[src/hdl/vps_pkg.sv]
// Shared constants and types for the video pixel shift register block
package vps_pkg;

   // ------------------------------------------------------------------
   // Widths
   // ------------------------------------------------------------------
   localparam int unsigned WORD_W  = 16;
   localparam int unsigned AXI_AW  = 8;
   localparam int unsigned AXI_DW  = 32;
   localparam int unsigned QDEPTH  = 4;
   localparam int unsigned QPTR_W  = 2;
   localparam int unsigned QLVL_W  = 3;
   localparam int unsigned PIN_W   = 26;
   localparam int unsigned MID_BIT = 8;

   // ------------------------------------------------------------------
   // Pin vector positions (all pins pass the three-stage synchroniser)
   // ------------------------------------------------------------------
   localparam int unsigned PIN_DATA = 0;
   localparam int unsigned PIN_PIX  = 16;
   localparam int unsigned PIN_LD   = 17;
   localparam int unsigned PIN_WR   = 18;
   localparam int unsigned PIN_CASC = 19;
   localparam int unsigned PIN_FRZ  = 20;
   localparam int unsigned PIN_FRC  = 21;
   localparam int unsigned PIN_LVL  = 22;
   localparam int unsigned PIN_INH  = 23;
   localparam int unsigned PIN_M0   = 24;
   localparam int unsigned PIN_M1   = 25;

   // ------------------------------------------------------------------
   // Register map (byte addresses) and fields
   // ------------------------------------------------------------------
   localparam logic [7:0]  REG_CTRL   = 8'h00;
   localparam logic [7:0]  REG_STATUS = 8'h04;
   localparam logic [7:0]  REG_WORD   = 8'h08;
   localparam logic [7:0]  REG_LOADS  = 8'h0C;
   localparam logic [3:0]  MAP_HI     = 4'h0;
   localparam int unsigned CTRL_FLUSH = 0;
   localparam logic [1:0]  RESP_OKAY  = 2'h0;
   localparam logic [1:0]  RESP_SLV   = 2'h2;
   localparam logic [15:0] WORD_RST   = 16'h0000;
   localparam logic [31:0] DATA_ZERO  = 32'h0000_0000;

   // Input stage modes, chosen by the two mode pins
   typedef enum logic [1:0] {
      VPS_MODE_FF    = 2'b00,
      VPS_MODE_QUEUE = 2'b01,
      VPS_MODE_TRANS = 2'b11
   } vps_mode_e;

   // Write channel states of the register slave
   typedef enum logic [0:0] {
      VPS_WR_IDLE = 1'b0,
      VPS_WR_RESP = 1'b1
   } vps_wr_e;

endpackage

[src/hdl/vps_shift_top.sv]
// Sixteen-bit pixel shift register with input stage and register slave
`timescale 1ns/1ns
// How it works
// - Pixel edge after load strobe loads word
// - Later pixel edges shift one position each
// - Cascade input fills the vacated end
// - First data bit leaves first, bit fifteen last
// - Mid tap shows the ninth data bit
// - Freeze high stops shifting and output changes, not loads
// - After freeze, outputs change next pixel edge
// - Force pins outputs, internal bits keep shifting
// - Forced level follows forced output value
// - Load inhibit high blocks loads, not shifting
// - Inhibit low: each strobe-pixel pair loads
// - Inhibit high ignores following strobes
// - After inhibit falls, next pair loads again
// - Two mode pins select input stage mode
// - Capture per mode on write strobe
// - Queue pointers reset at power-up, mode pulse
module vps_shift_top (
   // Clock and reset
   input  wire logic        clock_i,
   input  wire logic        rst_n_i,
   // Serial side pins
   input  wire logic        pixel_shift_clock_i,
   input  wire logic        word_load_strobe_i,
   input  wire logic        cascade_serial_in_i,
   input  wire logic        shift_freeze_i,
   input  wire logic        output_force_i,
   input  wire logic        forced_output_value_i,
   input  wire logic        load_inhibit_i,
   output logic             serial_pixel_out_o,
   output logic             mid_tap_out_o,
   // Parallel side pins
   input  wire logic [15:0] parallel_data_i,
   input  wire logic        write_strobe_i,
   input  wire logic        mode_select_low_i,
   input  wire logic        mode_select_high_i,
   // AXI4-Lite write channels
   input  wire logic [7:0]  s_axi_awaddr,
   input  wire logic        s_axi_awvalid,
   output logic             s_axi_awready,
   input  wire logic [31:0] s_axi_wdata,
   input  wire logic [3:0]  s_axi_wstrb,
   input  wire logic        s_axi_wvalid,
   output logic             s_axi_wready,
   output logic [1:0]       s_axi_bresp,
   output logic             s_axi_bvalid,
   input  wire logic        s_axi_bready,
   // AXI4-Lite read channels
   input  wire logic [7:0]  s_axi_araddr,
   input  wire logic        s_axi_arvalid,
   output logic             s_axi_arready,
   output logic [31:0]      s_axi_rdata,
   output logic [1:0]       s_axi_rresp,
   output logic             s_axi_rvalid,
   input  wire logic        s_axi_rready
);

   // ------------------------------------------------------------------
   // Pin synchronisers
   // ------------------------------------------------------------------
   logic [25:0] pin_raw;
   logic [25:0] sy1_r;
   logic [25:0] sy2_r;
   logic [25:0] sy3_r;
   logic [25:0] pin_r;
   logic [25:0] rise;
   logic [25:0] fall;

   assign pin_raw = {mode_select_high_i, mode_select_low_i, load_inhibit_i,
                     forced_output_value_i, output_force_i, shift_freeze_i,
                     cascade_serial_in_i, write_strobe_i, word_load_strobe_i,
                     pixel_shift_clock_i, parallel_data_i};

   // Each pin: three stages; the filtered level moves only when the
   // second and third stage agree, so one-cycle glitches are dropped
   generate
      for (genvar i = 0; i < 26; i++) begin : g_sync
         always_ff @(posedge clock_i or negedge rst_n_i) begin
            if (!rst_n_i) begin
               sy1_r[i] <= 1'b0;
               sy2_r[i] <= 1'b0;
               sy3_r[i] <= 1'b0;
               pin_r[i] <= 1'b0;
            end else begin
               sy1_r[i] <= pin_raw[i];
               sy2_r[i] <= sy1_r[i];
               sy3_r[i] <= sy2_r[i];
               if (sy2_r[i] == sy3_r[i]) pin_r[i] <= sy3_r[i];
            end
         end
         assign rise[i] = (sy2_r[i] == sy3_r[i]) & sy3_r[i] & ~pin_r[i];
         assign fall[i] = (sy2_r[i] == sy3_r[i]) & ~sy3_r[i] & pin_r[i];
      end
   endgenerate

   // ------------------------------------------------------------------
   // Named pin levels and events
   // ------------------------------------------------------------------
   logic               pix_rise;
   logic               ld_rise;
   logic               frz;
   logic               frc;
   logic               lvl;
   logic               inh;
   logic               casc;
   vps_pkg::vps_mode_e mode;

   assign pix_rise = rise[vps_pkg::PIN_PIX];
   assign ld_rise  = rise[vps_pkg::PIN_LD];
   assign frz      = pin_r[vps_pkg::PIN_FRZ];
   assign frc      = pin_r[vps_pkg::PIN_FRC];
   assign lvl      = pin_r[vps_pkg::PIN_LVL];
   assign inh      = pin_r[vps_pkg::PIN_INH];
   assign casc     = pin_r[vps_pkg::PIN_CASC];
   // Mode low pin wins regardless of the high pin
   assign mode = pin_r[vps_pkg::PIN_M0] ? vps_pkg::VPS_MODE_TRANS :
                 pin_r[vps_pkg::PIN_M1] ? vps_pkg::VPS_MODE_QUEUE :
                                          vps_pkg::VPS_MODE_FF;

   // ------------------------------------------------------------------
   // Load request and input stage
   // ------------------------------------------------------------------
   logic        pend_r;
   logic        pend_nxt;
   logic        load_now;
   logic        q_clear;
   logic        flush_r;
   logic [15:0] stage_word;
   logic [2:0]  q_level;

   // Strobe sets the request; the next pixel edge or inhibit drops it
   assign pend_nxt = (ld_rise & ~inh) ? 1'b1 :
                     (pix_rise | inh) ? 1'b0 : pend_r;
   assign load_now = pix_rise & pend_r & ~inh;
   // Mode high pin pulsed low while load strobe is high clears queue
   assign q_clear  = (fall[vps_pkg::PIN_M1] & pin_r[vps_pkg::PIN_LD])
                   | flush_r;

   always_ff @(posedge clock_i or negedge rst_n_i) begin
      if (!rst_n_i) pend_r <= 1'b0;
      else          pend_r <= pend_nxt;
   end

   vps_input_stage u_stage (
      .clock_i    (clock_i),
      .rst_n_i    (rst_n_i),
      .mode_i     (mode),
      .data_i     (pin_r[15:0]),
      .wr_level_i (pin_r[vps_pkg::PIN_WR]),
      .wr_rise_i  (rise[vps_pkg::PIN_WR]),
      .take_i     (load_now),
      .clear_i    (q_clear),
      .word_o     (stage_word),
      .level_o    (q_level)
   );

   // ------------------------------------------------------------------
   // Shift register and outputs
   // ------------------------------------------------------------------
   logic [15:0] sreg_r;
   logic [15:0] sreg_nxt;
   logic        step;
   logic [15:0] loads_r;

   // Load wins over shift and over freeze; data moves toward bit 0
   assign step     = load_now | (pix_rise & ~frz);
   assign sreg_nxt = load_now ? stage_word :
                     step     ? {casc, sreg_r[15:1]} :
                                sreg_r;

   always_ff @(posedge clock_i or negedge rst_n_i) begin
      if (!rst_n_i) sreg_r <= vps_pkg::WORD_RST;
      else          sreg_r <= sreg_nxt;
   end

   // Outputs register only on a step, so they hold between pixel edges
   always_ff @(posedge clock_i or negedge rst_n_i) begin
      if (!rst_n_i) begin
         serial_pixel_out_o <= 1'b0;
         mid_tap_out_o      <= 1'b0;
      end else if (step) begin
         serial_pixel_out_o <= frc ? lvl : sreg_nxt[0];
         mid_tap_out_o      <= frc ? lvl : sreg_nxt[8];
      end
   end

   // Load counter for software
   always_ff @(posedge clock_i or negedge rst_n_i) begin
      if (!rst_n_i)      loads_r <= vps_pkg::WORD_RST;
      else if (load_now) loads_r <= loads_r + 16'h0001;
   end

   // ------------------------------------------------------------------
   // AXI4-Lite slave
   // ------------------------------------------------------------------
   vps_pkg::vps_wr_e wst_r;
   logic        aw_got_r;
   logic        w_got_r;
   logic [7:0]  awaddr_r;
   logic        wbit_r;
   logic        aw_hs;
   logic        w_hs;
   logic        wr_done;
   logic [7:0]  wr_addr;
   logic        wr_bit;
   logic        wr_map;
   logic        rd_map;
   logic [31:0] rd_mux;
   logic        ar_hs;

   // Address and data are taken in either order, response after both
   assign s_axi_awready = (wst_r == vps_pkg::VPS_WR_IDLE) & ~aw_got_r;
   assign s_axi_wready  = (wst_r == vps_pkg::VPS_WR_IDLE) & ~w_got_r;
   assign aw_hs   = s_axi_awvalid & s_axi_awready;
   assign w_hs    = s_axi_wvalid & s_axi_wready;
   assign wr_done = (aw_got_r | aw_hs) & (w_got_r | w_hs);
   assign wr_addr = aw_got_r ? awaddr_r : s_axi_awaddr;
   assign wr_bit  = w_got_r ? wbit_r
                  : s_axi_wdata[vps_pkg::CTRL_FLUSH] & s_axi_wstrb[0];
   assign wr_map  = (wr_addr[7:4] == vps_pkg::MAP_HI);
   assign rd_map  = (s_axi_araddr[7:4] == vps_pkg::MAP_HI);
   assign s_axi_arready = ~s_axi_rvalid;
   assign ar_hs   = s_axi_arvalid & s_axi_arready;

   // Write path; flush is a one-cycle pulse, control reads back zero
   always_ff @(posedge clock_i or negedge rst_n_i) begin
      if (!rst_n_i) begin
         wst_r        <= vps_pkg::VPS_WR_IDLE;
         aw_got_r     <= 1'b0;
         w_got_r      <= 1'b0;
         awaddr_r     <= 8'h00;
         wbit_r       <= 1'b0;
         flush_r      <= 1'b0;
         s_axi_bvalid <= 1'b0;
         s_axi_bresp  <= vps_pkg::RESP_OKAY;
      end else begin
         flush_r <= 1'b0;
         case (wst_r)
            vps_pkg::VPS_WR_IDLE: begin
               if (wr_done) begin
                  wst_r        <= vps_pkg::VPS_WR_RESP;
                  aw_got_r     <= 1'b0;
                  w_got_r      <= 1'b0;
                  s_axi_bvalid <= 1'b1;
                  s_axi_bresp  <= wr_map ? vps_pkg::RESP_OKAY
                                         : vps_pkg::RESP_SLV;
                  flush_r      <= (wr_addr == vps_pkg::REG_CTRL) & wr_bit;
               end else begin
                  if (aw_hs) begin
                     aw_got_r <= 1'b1;
                     awaddr_r <= s_axi_awaddr;
                  end
                  if (w_hs) begin
                     w_got_r <= 1'b1;
                     wbit_r  <= wr_bit;
                  end
               end
            end
            vps_pkg::VPS_WR_RESP: begin
               if (s_axi_bready) begin
                  wst_r        <= vps_pkg::VPS_WR_IDLE;
                  s_axi_bvalid <= 1'b0;
               end
            end
            default: wst_r <= vps_pkg::VPS_WR_IDLE;
         endcase
      end
   end

   // Read mux; status shows queue level, pending load, freeze and mode
   always_comb begin
      case (s_axi_araddr[7:0])
         vps_pkg::REG_STATUS: rd_mux = {25'h000_0000, mode, frz, pend_r,
                                        q_level};
         vps_pkg::REG_WORD:   rd_mux = {16'h0000, sreg_r};
         vps_pkg::REG_LOADS:  rd_mux = {16'h0000, loads_r};
         default:             rd_mux = vps_pkg::DATA_ZERO;
      endcase
   end

   // Read answer one cycle after the address is taken
   always_ff @(posedge clock_i or negedge rst_n_i) begin
      if (!rst_n_i) begin
         s_axi_rvalid <= 1'b0;
         s_axi_rdata  <= vps_pkg::DATA_ZERO;
         s_axi_rresp  <= vps_pkg::RESP_OKAY;
      end else if (ar_hs) begin
         s_axi_rvalid <= 1'b1;
         s_axi_rdata  <= rd_mux;
         s_axi_rresp  <= rd_map ? vps_pkg::RESP_OKAY : vps_pkg::RESP_SLV;
      end else if (s_axi_rready) begin
         s_axi_rvalid <= 1'b0;
      end
   end
endmodule

[src/hdl/vps_input_stage.sv]
// Parallel input stage: transparent latch, one-word and four-word queue
`timescale 1ns/1ns
module vps_input_stage (
   // Clock and reset
   input  wire logic              clock_i,
   input  wire logic              rst_n_i,
   // Mode and parallel side
   input  vps_pkg::vps_mode_e     mode_i,
   input  wire logic [15:0]       data_i,
   input  wire logic              wr_level_i,
   input  wire logic              wr_rise_i,
   // Shift side
   input  wire logic              take_i,
   input  wire logic              clear_i,
   output logic      [15:0]       word_o,
   output logic      [2:0]        level_o
);

   logic [15:0] mem_r [0:3];
   logic [15:0] ff_r;
   logic [15:0] trans_r;
   logic [1:0]  wr_ptr_r;
   logic [1:0]  rd_ptr_r;
   logic [2:0]  level_r;
   logic        q_wr;
   logic        q_rd;
   logic        full;
   logic        empty;

   // ------------------------------------------------------------------
   // Decode
   // ------------------------------------------------------------------
   assign q_wr  = (mode_i == vps_pkg::VPS_MODE_QUEUE) & wr_rise_i;
   assign q_rd  = (mode_i == vps_pkg::VPS_MODE_QUEUE) & take_i;
   assign full  = (level_r == 3'(vps_pkg::QDEPTH));
   assign empty = (level_r == 3'h0);
   assign level_o = level_r;

   // Queue words carry no reset; only pointers and level define state
   always_ff @(posedge clock_i) begin
      if (q_wr) begin
         mem_r[wr_ptr_r] <= data_i;
      end
   end

   // Flip-flop capture on write edge, latch follows while write is low
   always_ff @(posedge clock_i or negedge rst_n_i) begin
      if (!rst_n_i) begin
         ff_r    <= vps_pkg::WORD_RST;
         trans_r <= vps_pkg::WORD_RST;
      end else begin
         if (wr_rise_i) begin
            ff_r <= data_i;
         end
         if (!wr_level_i) begin
            trans_r <= data_i;
         end
      end
   end

   // Pointers reset at power-up and on the clear request
   always_ff @(posedge clock_i or negedge rst_n_i) begin
      if (!rst_n_i) begin
         wr_ptr_r <= 2'h0;
         rd_ptr_r <= 2'h0;
      end else if (clear_i) begin
         wr_ptr_r <= 2'h0;
         rd_ptr_r <= 2'h0;
      end else begin
         if (q_wr) wr_ptr_r <= wr_ptr_r + 2'h1;
         if (q_rd) rd_ptr_r <= rd_ptr_r + 2'h1;
      end
   end

   // Fill level; overrunning writer overwrites, level saturates at four
   always_ff @(posedge clock_i or negedge rst_n_i) begin
      if (!rst_n_i) begin
         level_r <= 3'h0;
      end else if (clear_i) begin
         level_r <= 3'h0;
      end else if (q_wr && !q_rd && !full) begin
         level_r <= level_r + 3'h1;
      end else if (q_rd && !q_wr && !empty) begin
         level_r <= level_r - 3'h1;
      end
   end

   // Word offered to the shift register, per mode
   always_comb begin
      case (mode_i)
         vps_pkg::VPS_MODE_TRANS: word_o = wr_level_i ? trans_r : data_i;
         vps_pkg::VPS_MODE_QUEUE: word_o = mem_r[rd_ptr_r];
         vps_pkg::VPS_MODE_FF:    word_o = ff_r;
         default:                 word_o = ff_r;
      endcase
   end
endmodule

[config.mk]
export PLATFORM = sky130hd
export DESIGN_NAME = vps_shift_top
export DESIGN_NICKNAME = d
export VERILOG_FILES = /design/src/hdl/vps_pkg.sv /design/src/hdl/vps_shift_top.sv /design/src/hdl/vps_input_stage.sv
export SDC_FILE = /design/constraint.sdc
export NUM_CORES = 1
export LEC_CHECK = 0
export BUFFER_PORTS_ARGS = -buffer_cell sky130_fd_sc_hd__buf_2
export CELL_PAD_IN_SITES_DETAIL_PLACEMENT = 2
export CELL_PAD_IN_SITES_GLOBAL_PLACEMENT = 2
export CORE_MARGIN = 1.5
export CORE_UTILIZATION = 41
export DETAILED_ROUTE_END_ITERATION = 16
export HOLD_SLACK_MARGIN = 0.06
export MAX_ROUTING_LAYER = met4
export PLACE_DENSITY = 0.89
export SLEW_MARGIN = 5
export SYNTH_ARGS = -nofsm -noshare
export SYNTH_HDL_FRONTEND = slang
export SYNTH_SLANG_ARGS = --single-unit
[constraint.sdc]
create_clock -name clock_i -period 2.4 [get_ports clock_i]
set_input_delay 0.36 -clock clock_i [delete_from_list [all_inputs] [get_ports clock_i]]
set_output_delay 0.36 -clock clock_i [all_outputs]
set_load 0.03 [all_outputs]
# After elaboration in Yosys (flattened, before gate mapping)
# Memory sizes are Yosys's and may differ from the RTL's.
# Cells that the tools add are included.
# word_totals
register_bits	229
ram_bits	64
mem_bits_ro	0
output_inout_bits	43
mem_count	1
elab_cells	269
input_bits	85
latchBits	0
# classes
n_reduce_logical	26
bitwise	39
mux	38
magnitude_cmp	0
n_shift	0
div_mod_pow	0
n_mul	0
addsub	5
n_eq_ne	34
# memory_table
name	words	word_bits	read_ports	rd_clocked_by_memory_dff	wr	line	rtl
u_stage.mem_r	4	16	1	0	1	vps_input_stage.sv:19	logic [15:0] mem_r [0:3];
# ops
op	n
16-bit 2-to-1 mux	3
16-bit case mux with 3 select lines	1
16-bit case mux with 2 select lines	1
1-bit == test	26
1-bit bitwise AND	23
1-bit 2-to-1 mux	20
16-bit by 1-bit adder with 16-bit output, second input constant	1
8-bit by 4-bit == test with 1-bit output, second input constant	2
2-bit 2-to-1 mux	7
2-bit nonzero test	7
1-bit inverter	11
3-bit 2-to-1 mux	3
8-bit by 3-bit == test with 1-bit output, second input constant	1
4-bit zero test	2
8-bit zero test	1
8-bit 2-to-1 mux	1
2-bit AND reduction	4
3-bit AND reduction	2
1-bit OR	5
2-bit by 1-bit adder with 2-bit output, second input constant	2
1-bit logical AND	4
1-bit zero test	4
2-bit != test, second input constant	2
1-bit case mux with 2 select lines	2
other kinds (7)	7

# Longest topological paths before layout
# Gate-level depths: netlist (run 1).
# logic_depth
depth_word	11
mapped_depth	8

# Cells and area by module
# Synthesis (run 1) repeated with hierarchy kept, for this count alone.
# hier_totals
cells_unflattened	736
area_unflattened_um2	10680.2
# by_module_without_submodules
module	cells_per_inst	instances	area_per_inst_um2	seq_area_each_um2
vps_shift_top	474	1	6274.8	4304.1
vps_input_stage	262	1	4405.5	2897.8

# Worst setup path after synthesis (run 1)
# No wires, ideal clock.
# synth_path
path_type	register -> register
startpoint	register pin_r[18]
endpoint	register u_stage.level_r[1], in the netlist u_stage.level_o[1]
setup_slack_ps	399
setup_time_ps	78
t_required_ps	2322
stages_incl_launch_ff	8
arrival_time_ps	1923
n_path_buf	2
period_less_slack_ps	2001
path_cell_list	dfrtp_1 > buf_2 > nand2b_1 > buf_2 > nor4_1 > fa_1 > a41oi_1 > a21boi_1
# synth_between
elab_chain_len	7
elab_cells_between_ends	11
# synth_lines
item	line	rtl
start, declared	vps_shift_top.sv:67	logic [25:0] pin_r;
start signal, assigned by index	vps_shift_top.sv:90	if (sy2_r[i] == sy3_r[i]) pin_r[i] <= sy3_r[i];
1-bit inverter *	vps_shift_top.sv:93	assign rise[i] = (sy2_r[i] == sy3_r[i]) & sy3_r[i] & ~pin_r[i];
1-bit bitwise AND *	vps_shift_top.sv:93	
1-bit bitwise AND *	vps_input_stage.sv:33	assign q_wr = (mode_i == vps_pkg::VPS_MODE_QUEUE) & wr_rise_i;
1-bit logical AND or 1-bit zero test (tied branches)	vps_input_stage.sv:81, vps_input_stage.sv:83	
1-bit logical AND, on equally long branches	vps_input_stage.sv:81, vps_input_stage.sv:83	
3-bit 2-to-1 mux or 1-bit logical AND (tied branches)	vps_input_stage.sv:81, vps_input_stage.sv:83	
3-bit 2-to-1 mux or 3-bit nonzero test (tied branches)	--	
end signal, assigned	vps_input_stage.sv:82	level_r <= level_r + 3'h1;
end signal, assigned	vps_input_stage.sv:84	level_r <= level_r - 3'h1;
end, declared	vps_input_stage.sv:24	logic [2:0] level_r;
# Mark *: on every way between the ends. The rest lies on a longest branch, timed or not.
# A chain may end at the register's enable or synchronous reset.

# Worst setup path in the final report (run 1)
# layout_path
startpoint	register sy2_r[16]
endpoint	register u_stage.level_r[2], in the netlist u_stage.level_o[2]
# layout_between
elab_chain_len	11
elab_cells_between_ends	14
# layout_lines
item	line	rtl
start, declared	vps_shift_top.sv:65	logic [25:0] sy2_r;
start signal, assigned by index	vps_shift_top.sv:88	sy2_r[i] <= sy1_r[i];
1-bit == test *	--	
1-bit bitwise AND * (2 in series)	vps_shift_top.sv:93	
1-bit bitwise AND * (2 in series)	vps_shift_top.sv:136	assign load_now = pix_rise & pend_r & ~inh;
1-bit bitwise AND *	vps_input_stage.sv:34	assign q_rd = (mode_i == vps_pkg::VPS_MODE_QUEUE) & take_i;
1-bit zero test	vps_input_stage.sv:81	end else if (q_wr && !q_rd && !full) begin
1-bit logical AND (2 in series)	vps_input_stage.sv:81	
3-bit 2-to-1 mux	vps_input_stage.sv:81	
3-bit 2-to-1 mux	vps_input_stage.sv:79	end else if (clear_i) begin
# Marks and branches as above.

==> metrics.yaml, run 1 <==
status: "complete, no violations"
powerDensity_nw_per_um2: 972
row_count: 58
die_h_um: 164
finalHoldViolations: 0
crit_path_start_kind: "flip-flop"
postSynthAreaPerCell_um2: 14.9
wl_um: 29200
clockBufferDepth: 3
fin_ws_ns: 0.0998
grt_pass1_wl_um: 45600
p_sw_mw: 3.51
finalCritPeriodShare_pct: 95.8
comb_power_share_pct: 14.4
p_leak_nw: 5.31
hold_start: "s_axi_awaddr[3]"
worst-path-max-fanout: 13
synth_compound_area_share_pct: 5.83
clockPowerShare_pct: 37.0
clkTransAtPathRegs_ns: 0.06
cts_tree: "built"
synth_top_family_by_area: "multiplexers"
synth_top_area_cell: "dfrtp_1"
crit_chain: "ha_1 > and4bb_4 > nor4_1 > fa_1 > and3_1 > o211ai_1 > mux2i_1"
maxCapViolations: 0
seq_area_um2: 7200
hp-class: "in -> reg"
coreArea_um2: 25300
ys_async_sr_fraction_pct: 76.7
fin_skew_ns: 0.0108
ios: 128
area_growth_pct: 19.5
gp_congestion: 0.796
hold_path_depth: 2
r2r-start: "sy2_r[16]"
synth_flop_cell: "dfrtp_1"
portBuffers: 75
yosysWarnings: 0
synth_cell_types: 62
finalMaxSlewViolations: 0
crit_path_top_delay_cell: "fa_1"
min_period_ns: 2.30
slowest_delay_ns: 0.42
wl_per_cell_um: 24.5
grt_usage_pct: 23.6
yosysSeqAreaShare_pct: 67.5
rsz0062_at_grt: "false"
startpoint: "sy2_r[16]"
layout.cells.non_filler: 1193
multi_input_area_um2: 3170
max_freq_mhz: 435
dp_hpwl_um: 18000
regToRegSetupSlack_ns: 0.1
p_sw_share_pct: 28.3
drt_iter0_markers: 288
clock_sinks: 275
synthAdderAreaFrac_pct: 3.31
grt_max_degree: 56
timing.rr.end: "u_stage.level_o[2]"
fp.dieW_um: 164
reg2reg_depth: 7
vias_per_cell: 5.44
cp_data_arrival_time_ns: 2.76
power_mw: 12.4
first_pass_iters: 4
vias: 6494
synth_xor_xnor_area_share_pct: 1.40
dieArea_um2: 27000
antenna_cells: 0
dp_cells: 1110
first_global_vias: 7567
slew_headroom_pct: 42.4
cts_made_buffers: 29
hold-path-endpoint: "awaddr_r[3]"
synth_edf_count: 64
intPower_mw: 8.88
worstSetupPathType: "reg -> reg"
clk_latency_ns: 0.55
netlist_area_um2: 10700
vdd_drop_max_uv: 415
cts_root_buf: "clkbuf_16"
pre_cts_slack_ns: 0.146
grt-ovfl-total: 0
htree_num_levels: 1
synth_area_leaders: "dfrtp_1 49%, edfxtp_1 18%, mux2_2 5.2%"
nets: 936
synthCells: 715
initial_core_util_pct: 42.1
drive_gt1_share_pct: 25.6
fillers: 2354
worstPathRequired_ns: 2.86
synthSimpleGateAreaFrac_pct: 7.59
antenna_found_initial: 0
endpoint_kind: "flip-flop"
ant_nets: 0
tns_ns: 0
seq_power_share_pct: 48.6
drc: 0
post_cts_buffers: 0
synth_mux_area_share_pct: 11.0
worst_pin_slew_ns: 0.855
synth_top_cell_area_share_pct: 49.5
synth.ff_latch_count: 275
finalSetupViolCount: 0
==> flip-flops by register name, summed over array words and instances (netlist names), 3 cells and up <==
| register | cells |
|---|---|
| loads_r | 16 |
| sreg_r | 16 |
| u_stage.trans_r | 16 |
| pin_r | 21 |
| sy2_r | 26 |
| s_axi_rdata | 16 |
| sy3_r | 26 |
| awaddr_r | 8 |
| u_stage.ff_r | 16 |
| u_stage.mem_r | 64 |
| sy1_r | 26 |
| u_stage.level_o | 3 |
==> synth_stat cells, types with 10 or more instances <==
library cell  instances
a211oi_1             14
a21oi_1              11
a221oi_1             14
buf_4                21
clkbuf_1             13
dfrtp_1             211
edfxtp_1             64
inv_1                16
maj3_1               22
mux2_2               49
mux2i_1              28
nand2_1              35
nor2_1               36
nor2b_1              17
o21ai_0              10
o21ai_1              17
xnor2_1              10
==> layer usage <==
metal	wire, um	GRT usage (%)	up-vias
met5	0	-	-
met4	1270	10.5	0
met2	15400	41.7	202
met1	11200	26.2	3417
li1	-	-	2794
met3	1340	3.91	81
==> power by group through the flow <==
stage                     clock network, mW  registers, mW  logic, mW
after floorplan                           0           5.82       1.11
after global placement                    0           5.96       1.47
after detailed placement                  0           6.05       1.64
after CTS                              4.68           6.01       1.79
after global routing                   4.84           6.09       1.92
final                                  4.59           6.02       1.78
==> area by class of cell <==
class                           count  share of cell area [%]
Clock buffer                       41                    6.84
Clock inverter                     12                   0.883
Inverter                           16                   0.471
Multi-Input combinational cell    393                    24.9
Sequential cell                   275                    56.5
Tap cell                          330                    3.24
Timing Repair Buffer              126                    7.20
==> what timing repair did <==
item | 4_1_cts | 5_1_grt
resized for setup | 0 | 0
endpoints found under the setup margin | 0 | 0
hold buffers | 29 | 1
hold endpoints to repair | 78 | 1
==> critical path, delay by kind of cell (launching register included) <==
kind	cells	cell delay, ns
AO/OA/AOI/OAI	1	0.26
adder cells (fa/ha/maj)	2	0.64
flip-flops	1	0.35
multiplexers	1	0.26
AND/OR/NAND/NOR	3	0.70
==> metrics by stage <==
stage / hold slack [ns] / cell area [um2] / utilization [%]
after CTS: 0.0655 / 12700 / 50.3
after detailed placement: 0.337 / 11500 / 45.3
after global placement: 0.332 / 11500 / 45.3
after global routing: 0.0783 / 12700 / 50.3
final: 0.0833 / 12700 / 50.3
after floorplan: 0.0644 / 10700 / -
==> cells by family after synthesis <==
logic type               count (synthesis)
flip-flops                             275
AND/OR/NAND/NOR                        142
AO/OA/AOI/OAI                           93
multiplexers                            91
buffers and inverters                   64
adder cells (fa/ha/maj)                 32
XOR/XNOR                                17
other                                    1
==> placed cells by master (no fill, tap or decap), types with 22 or more instances in the layout <==
master,instances
buf_2,74
clkbuf_16,30
dfrtp_1,211
dlygate4sd3_1,30
edfxtp_1,64
maj3_1,22
mux2_2,49
mux2i_1,28
nand2_1,35
nor2_1,36
==> how the worst max path moves through the flow <==
stage	end	cells after the start	slack [ns]
floorplan	u_stage.level_o[1]	7	0.40
global placement	u_stage.level_o[2]	7	0.35
detailed placement	u_stage.level_o[2]	7	0.15
CTS	u_stage.level_o[2]	7	0.10
global route	u_stage.level_o[2]	7	0.005
finish	u_stage.level_o[2]	7	0.1
Note: power is estimated with default switching activity, not from simulation.
==> run 2, diff against run 1 <==
--- a/config.mk
+++ b/config.mk
@@ -6,15 +6,14 @@
 export NUM_CORES = 1
 export LEC_CHECK = 0
 export BUFFER_PORTS_ARGS = -buffer_cell sky130_fd_sc_hd__buf_2
-export CELL_PAD_IN_SITES_DETAIL_PLACEMENT = 2
-export CELL_PAD_IN_SITES_GLOBAL_PLACEMENT = 2
 export CORE_MARGIN = 1.5
-export CORE_UTILIZATION = 41
+export CORE_UTILIZATION = 58
 export DETAILED_ROUTE_END_ITERATION = 16
 export HOLD_SLACK_MARGIN = 0.06
 export MAX_ROUTING_LAYER = met4
-export PLACE_DENSITY = 0.89
+export PLACE_DENSITY = 0.9
 export SLEW_MARGIN = 5
 export SYNTH_ARGS = -nofsm -noshare
 export SYNTH_HDL_FRONTEND = slang
+export SYNTH_HIERARCHICAL = 1
 export SYNTH_SLANG_ARGS = --single-unit
==> constraint.sdc (replaced) <==
create_clock -name clock_i -period 2.4 [get_ports clock_i]
set_input_delay 0.36 -clock clock_i [delete_from_list [all_inputs] [get_ports clock_i]]
set_output_delay 0.36 -clock clock_i [all_outputs]
set_load 0.1 [all_outputs]
==> metrics.yaml, run 2 <==
synth_top_area_cell: "dfrtp_1"  # unchanged
reg2reg_depth: 8  # was 7
status: "complete, no violations"  # unchanged
mostFrequentLayoutCells: "211 x dfrtp_1, 74 x buf_2, 64 x edfxtp_1"  # unchanged
seq_power_share_pct: 48.7  # was 48.6%
grt_pass1_wl_um: 32500  # was 45,600 um
maxCapViolations: 0  # unchanged
vdd_drop_max_uv: 701  # was 415 uV
synthCells: 736  # was 715
cts-resized-gates: 0  # unchanged
fp.dieW_um: 139  # was 164 um
cts_made_buffers: 27  # was 29
fin_skew_ns: 0.0104  # was 0.0108 ns
worstPathRequired_ns: 2.87  # was 2.86 ns
grt_max_degree: 52  # was 56
p_sw_share_pct: 29.4  # was 28.3%
finalHoldViolations: 0  # unchanged
utilization_pct: 69.7  # was 50.3%
r2r-start: "sy2_r[16]"  # unchanged
yosysMostFrequentCell: "dfrtp_1"  # unchanged
nets: 966  # was 936
synth_top_family_by_area: "multiplexers"  # unchanged
highest_layer: "met4"  # unchanged
hold_start: "s_axi_araddr[6]"  # was s_axi_awaddr[3]
post_cts_buffers: 0  # unchanged
hold-path-endpoint: "s_axi_rresp[1]"  # was awaddr_r[3]
powerDensity_nw_per_um2: 966  # was 972 nW/um2
max_freq_mhz: 456  # was 435 MHz
clk_latency_ns: 0.53  # was 0.55 ns
yosysSeqAreaShare_pct: 67.4  # was 67.5%
worst-path-max-fanout: 3  # was 13
synth_area_leaders: "dfrtp_1 49%, edfxtp_1 18%, mux2_2 3.7%"  # was dfrtp_1 49%, edfxtp_1 18%, mux2_2 5.2%
tns_ns: 0  # unchanged
finalMaxSlewViolations: 0  # unchanged
first_global_vias: 6392  # was 7,567
rsz0062_at_grt: "false"  # unchanged
hold_path_depth: 3  # was 2
antenna_found_initial: 0  # unchanged
cts_root_buf: "clkbuf_16"  # unchanged
vias: 6234  # was 6,494
coreArea_um2: 18000  # was 25,300 um2
yosysWarnings: 6  # was 0
synthAdderAreaFrac_pct: 3.30  # was 3.31%
synth_top_cell_area_share_pct: 49.4  # was 49.5%
postSynthAreaPerCell_um2: 14.5  # was 14.9 um2
p_leak_nw: 5.42  # was 5.31 nW
clkTransAtPathRegs_ns: 0.06  # about the same
synth_mux_area_share_pct: 11.6  # was 11.0%
finalCritPeriodShare_pct: 91.4  # was 95.8%
timing.rr.end: "u_stage/level_o[1]"  # was u_stage.level_o[2]
p_sw_mw: 3.57  # was 3.51 mW
intPower_mw: 8.57  # was 8.88 mW
worstSetupPathType: "reg -> reg"  # unchanged
comb_power_share_pct: 17.5  # was 14.4%
hp-class: "in -> reg"  # unchanged
worst_pin_slew_ns: 0.561  # was 0.855 ns
ys_async_sr_fraction_pct: 76.7  # unchanged
route.met3.wl_um: 1090  # was 1340 um
die_h_um: 139  # was 164 um
portBuffers: 75  # unchanged
cp_data_arrival_time_ns: 2.66  # was 2.76 ns
antenna_cells: 0  # unchanged
row_count: 49  # was 58
dieArea_um2: 19200  # was 27,000 um2
regToRegSetupSlack_ns: 0.21  # was 0.1 ns
yosys-top-cells-count: "211 x dfrtp_1, 64 x edfxtp_1, 62 x nand2_1"  # was 211 x dfrtp_1, 64 x edfxtp_1, 49 x mux2_2
gp_congestion: 0.832  # was 0.796
finalSetupViolCount: 0  # unchanged
synth_cell_types: 59  # was 62
synth.ff_latch_count: 275  # unchanged
regMostFlops: "u_stage/mem_r"  # was u_stage.mem_r
largest_reg_flops: 64  # unchanged
dp_hpwl_um: 12700  # was 18,000 um
min_period_ns: 2.19  # was 2.30 ns
power_mw: 12.1  # was 12.4 mW
clockPowerShare_pct: 33.8  # was 37.0%
htree_num_levels: 1  # unchanged
grt-ovfl-total: 0  # unchanged
wl_per_cell_um: 17.5  # was 24.5 um
ios: 128  # unchanged
first_pass_iters: 4  # unchanged
synthSimpleGateAreaFrac_pct: 8.12  # was 7.59%
synth_flop_cell: "dfrtp_1"  # unchanged
grt_usage_pct: 21.7  # was 23.6%
slew_headroom_pct: 62.6  # was 42.4%
wl_um: 19600  # was 29,200 um
ant_nets: 0  # unchanged
drt_iter0_markers: 471  # was 288
clock_sinks: 275  # unchanged
initial_core_util_pct: 59.3  # was 42.1%
clockBufferDepth: 3  # unchanged
drc: 0  # unchanged
synth_edf_count: 64  # unchanged
endpoint_kind: "flip-flop"  # unchanged
synth_compound_area_share_pct: 4.72  # was 5.83%
drive_gt1_share_pct: 22.6  # was 25.6%
synth_xor_xnor_area_share_pct: 1.56  # was 1.40%
met2_wirelength_um: 9830  # was 15,400 um
netlist_area_um2: 10700  # about the same
area_growth_pct: 17.7  # was 19.5%
wl_met1_um: 8100  # was 11,200 um
cts_tree: "built"  # unchanged
final_common_cell: "dfrtp_1"  # unchanged
vias_per_cell: 5.56  # was 5.44
crit_path_start_kind: "flip-flop"  # unchanged
fillers: 1185  # was 2,354
run 2: cell types whose count changed in the layout (fill, tap and decap cells not counted), moves of 6 or more:
cell,delta
nand2_1,+27
nor2b_1,-10
a211oi_1,-14
mux2_2,-14
dlygate4sd3_1,+7
mux2_1,+15
buf_4,+6
a21oi_1,+18
a31oi_1,+11
nor2_1,+16
o21ai_0,-7
inv_1,-6
a221oi_1,-13
run 2: worst max-delay path, stage by stage (launching register included):
cell and delay, ns:
dfrtp_1 0.39, ha_1 0.23, nand4bb_1 0.21, inv_6 0.05
nand4bb_1 0.20, a21oi_1 0.18, fa_1 0.46, o211ai_1 0.21
o221a_2 0.21
run 2: metrics by stage:
| stage | setup slack, ns | std cells | hold slack [ns] | area (um2) |
|---|---|---|---|---|
| after floorplan | 0.170 | 753 | 0.0644 | 10700 |
| after global placement | 0.346 | 1034 | 0.331 | 11300 |
| after detailed placement | 0.225 | 1034 | 0.335 | 11300 |
| after CTS | 0.218 | 1121 | 0.125 | 12600 |
| after global routing | 0.0860 | 1121 | 0.151 | 12600 |
| final | 0.207 | 1121 | 0.141 | 12600 |
run 2: cell families (layout without fill, tap and decap cells):
family | Yosys count | in the layout
AO/OA/AOI/OAI | 85 | 85
XOR/XNOR | 19 | 19
adder cells (fa/ha/maj) | 32 | 32
buffers and inverters | 59 | 198
flip-flops | 275 | 275
multiplexers | 94 | 94
other | 1 | 18
AND/OR/NAND/NOR | 171 | 171
run 2: power groups by stage:
| stage | Combinational, mW | Sequential, mW | Clock (mW) |
|---|---|---|---|
| 5_1_grt | 2.31 | 5.98 | 4.39 |
| 4_1_cts | 2.13 | 5.91 | 4.19 |
| 6_report | 2.13 | 5.91 | 4.10 |
| 2_1_floorplan | 1.37 | 6.07 | 0 |
| 3_3_place_gp | 1.96 | 5.94 | 0 |
| 3_5_place_dp | 2.05 | 5.98 | 0 |
run 2: cell type report:
type	count	area, um2	area share (%)
clock buffers	37	743	5.91
clock inverters	13	133	1.06
inverters	13	53.8	0.428
multi-input cells	419	3200	25.4
flip-flops and latches	275	7200	57.3
well taps	229	287	2.28
repair buffers	135	952	7.58
run 2: per-layer routing:
metal  up-vias  track usage, %
li1       2868               -
met1      3099            27.7
met2       218            35.7
met3        49            3.73
met4         0            7.13
met5         -               -
run 2: worst max path at each step:
| stage | start | end | slack (ns) | cells after the start |
|---|---|---|---|---|
| 6_report | sy2_r[16] | u_stage/level_o[1] | 0.21 | 8 |
| 5_1_grt | sy2_r[16] | u_stage/level_o[2] | 0.09 | 9 |
| 4_1_cts | sy2_r[16] | u_stage/level_o[2] | 0.22 | 9 |
| 3_5_place_dp | sy2_r[16] | u_stage/level_o[2] | 0.23 | 9 |
| 3_3_place_gp | sy2_r[16] | u_stage/level_o[2] | 0.35 | 9 |
| 2_1_floorplan | sy2_r[16] | u_stage/level_o[2] | 0.17 | 11 |
run 2: what timing repair did:
| item | CTS | global route |
|---|---|---|
| setup endpoints to repair | 0 | 0 |
| hold endpoints to repair | 82 | 0 |
| hold buffers | 37 | 0 |
==> run 3, diff against run 2 <==
--- a/config.mk
+++ b/config.mk
@@ -8,6 +8,7 @@
 export BUFFER_PORTS_ARGS = -buffer_cell sky130_fd_sc_hd__buf_2
 export CORE_MARGIN = 1.5
 export CORE_UTILIZATION = 58
+export CTS_BUF_LIST = sky130_fd_sc_hd__clkbuf_8 sky130_fd_sc_hd__clkbuf_16
 export DETAILED_ROUTE_END_ITERATION = 16
 export HOLD_SLACK_MARGIN = 0.06
 export MAX_ROUTING_LAYER = met4
==> metrics.yaml, run 3 (same netlist as run 2, synthesis figures left out) <==
worst_pin_slew_ns: 0.548  # was 0.561 ns
die_h_um: 139  # unchanged
gp_congestion: 0.832  # unchanged
ant_nets: 0  # unchanged
vdd_drop_max_uv: 701  # about the same
cts_tree: "built"  # unchanged
dp_hpwl_um: 12700  # unchanged
drt_iter0_markers: 465  # was 471
coreArea_um2: 18000  # unchanged
p_leak_nw: 5.44  # was 5.42 nW
layout.cells.non_filler: 1121  # unchanged
drc: 0  # unchanged
first_pass_iters: 5  # was 4
initial_core_util_pct: 59.3  # unchanged
hold-path-endpoint: "s_axi_rresp[1]"  # unchanged
vias: 6257  # was 6,234
seq_area_um2: 7200  # unchanged
cts_made_buffers: 27  # unchanged
dp_cells: 1034  # unchanged
fin_ws_ns: 0.223  # was 0.207 ns
finalMaxSlewViolations: 0  # unchanged
drive_gt1_share_pct: 22.6  # unchanged
antenna_found_initial: 0  # unchanged
grt_pass1_wl_um: 32500  # unchanged
hold_path_depth: 3  # unchanged
fillers: 1185  # unchanged
endpoint_kind: "flip-flop"  # unchanged
ios: 128  # unchanged
rsz0062_at_grt: "false"  # unchanged
crit_path_start_kind: "flip-flop"  # unchanged
grt_max_degree: 52  # unchanged
dieArea_um2: 19200  # unchanged
status: "complete, no violations"  # unchanged
holdWs_ns: 0.141  # about the same
htree_num_levels: 1  # unchanged
clockBufferDepth: 3  # unchanged
first_global_vias: 6392  # unchanged
cp_data_arrival_time_ns: 2.65  # was 2.66 ns
max_freq_mhz: 459  # was 456 MHz
final_common_cell: "dfrtp_1"  # unchanged
timing.rr.end: "u_stage/level_o[1]"  # unchanged
clk_latency_ns: 0.53  # about the same
largest_reg_flops: 64  # unchanged
mostFrequentLayoutCells: "211 x dfrtp_1, 74 x buf_2, 64 x edfxtp_1"  # unchanged
hold_start: "s_axi_araddr[6]"  # unchanged
min_period_ns: 2.18  # was 2.19 ns
vias_per_cell: 5.58  # was 5.56
fin_area_um2: 12600  # unchanged
powerDensity_nw_per_um2: 964  # was 966 nW/um2
finalCritPeriodShare_pct: 90.7  # was 91.4%
slew_headroom_pct: 63.5  # was 62.6%
row_count: 49  # unchanged
nets: 966  # unchanged
wl_um: 19600  # unchanged
reg2reg_depth: 8  # unchanged
r2r-start: "sy2_r[16]"  # unchanged
finalHoldViolations: 0  # unchanged
regMostFlops: "u_stage/mem_r"  # unchanged
maxCapViolations: 0  # unchanged
portBuffers: 75  # unchanged
wl_per_cell_um: 17.5  # unchanged
fin_skew_ns: 0.0115  # was 0.0104 ns
hp-class: "in -> reg"  # unchanged
clkTransAtPathRegs_ns: 0.06  # about the same
worst-path-max-fanout: 3  # unchanged
utilization_pct: 69.7  # unchanged
cts_hold_buffers: 37  # unchanged
cts_root_buf: "clkbuf_16"  # unchanged
cts-resized-gates: 0  # unchanged
grt-ovfl-total: 0  # unchanged
antenna_cells: 0  # unchanged
tns_ns: 0  # unchanged
worstPathRequired_ns: 2.87  # about the same
multi_input_area_um2: 3200  # unchanged
clock_sinks: 275  # unchanged
grt_usage_pct: 21.7  # unchanged
finalSetupViolCount: 0  # unchanged
fp.dieW_um: 139  # unchanged
area_growth_pct: 17.7  # unchanged
pre_cts_slack_ns: 0.225  # unchanged
power_mw: 12.1  # about the same
dpl_cell_area_um2: 11300  # unchanged
post_cts_buffers: 0  # unchanged
regToRegSetupSlack_ns: 0.22  # was 0.21 ns
worstSetupPathType: "reg -> reg"  # unchanged
## run 3: cell types whose count changed in the layout (fill, tap and decap cells not counted)
cell and change:
clkbuf_1 -7, inv_1 +7
## run 3: cell type report
class	instances	area share (%)
clock buffers	30	5.71
clock inverters	20	1.26
inverters	13	0.428
multi-input cells	419	25.4
flip-flops and latches	275	57.3
well taps	229	2.28
repair buffers	135	7.58
## run 3: power by group
part	total, mW	internal (mW)	switching [mW]
clock	4.07	2.37	1.71
combinational	2.13	0.761	1.37
sequential	5.92	5.41	0.504
## run 3: critical path, cell delays in order (launching register included)
cell,delay (ns)
dfrtp_1,0.39
ha_1,0.23
nand4bb_1,0.21
inv_6,0.05
nand4bb_1,0.21
a21oi_1,0.18
fa_1,0.45
o211ai_1,0.20
o221a_2,0.21
## run 3: worst max path at each step
stage               startpoint                  to  slack, ns  depth (start not counted)
floorplan            sy2_r[16]  u_stage/level_o[2]       0.17                         11
finish               sy2_r[16]  u_stage/level_o[1]       0.22                          8
detailed placement   sy2_r[16]  u_stage/level_o[2]       0.23                          9
global placement     sy2_r[16]  u_stage/level_o[2]       0.35                          9
global route         sy2_r[16]  u_stage/level_o[2]       0.09                          9
CTS                  sy2_r[16]  u_stage/level_o[2]       0.22                          9
## run 3: metal layers
layer	GRT usage [%]	wire length, um	share of wire, %	up-vias
li1	-	-	-	2869
met1	27.7	8110	41	3108
met2	35.7	9770	50	225
met3	3.73	1090	5.6	55
met4	7.13	596	3.0	0
met5	-	0	0	-
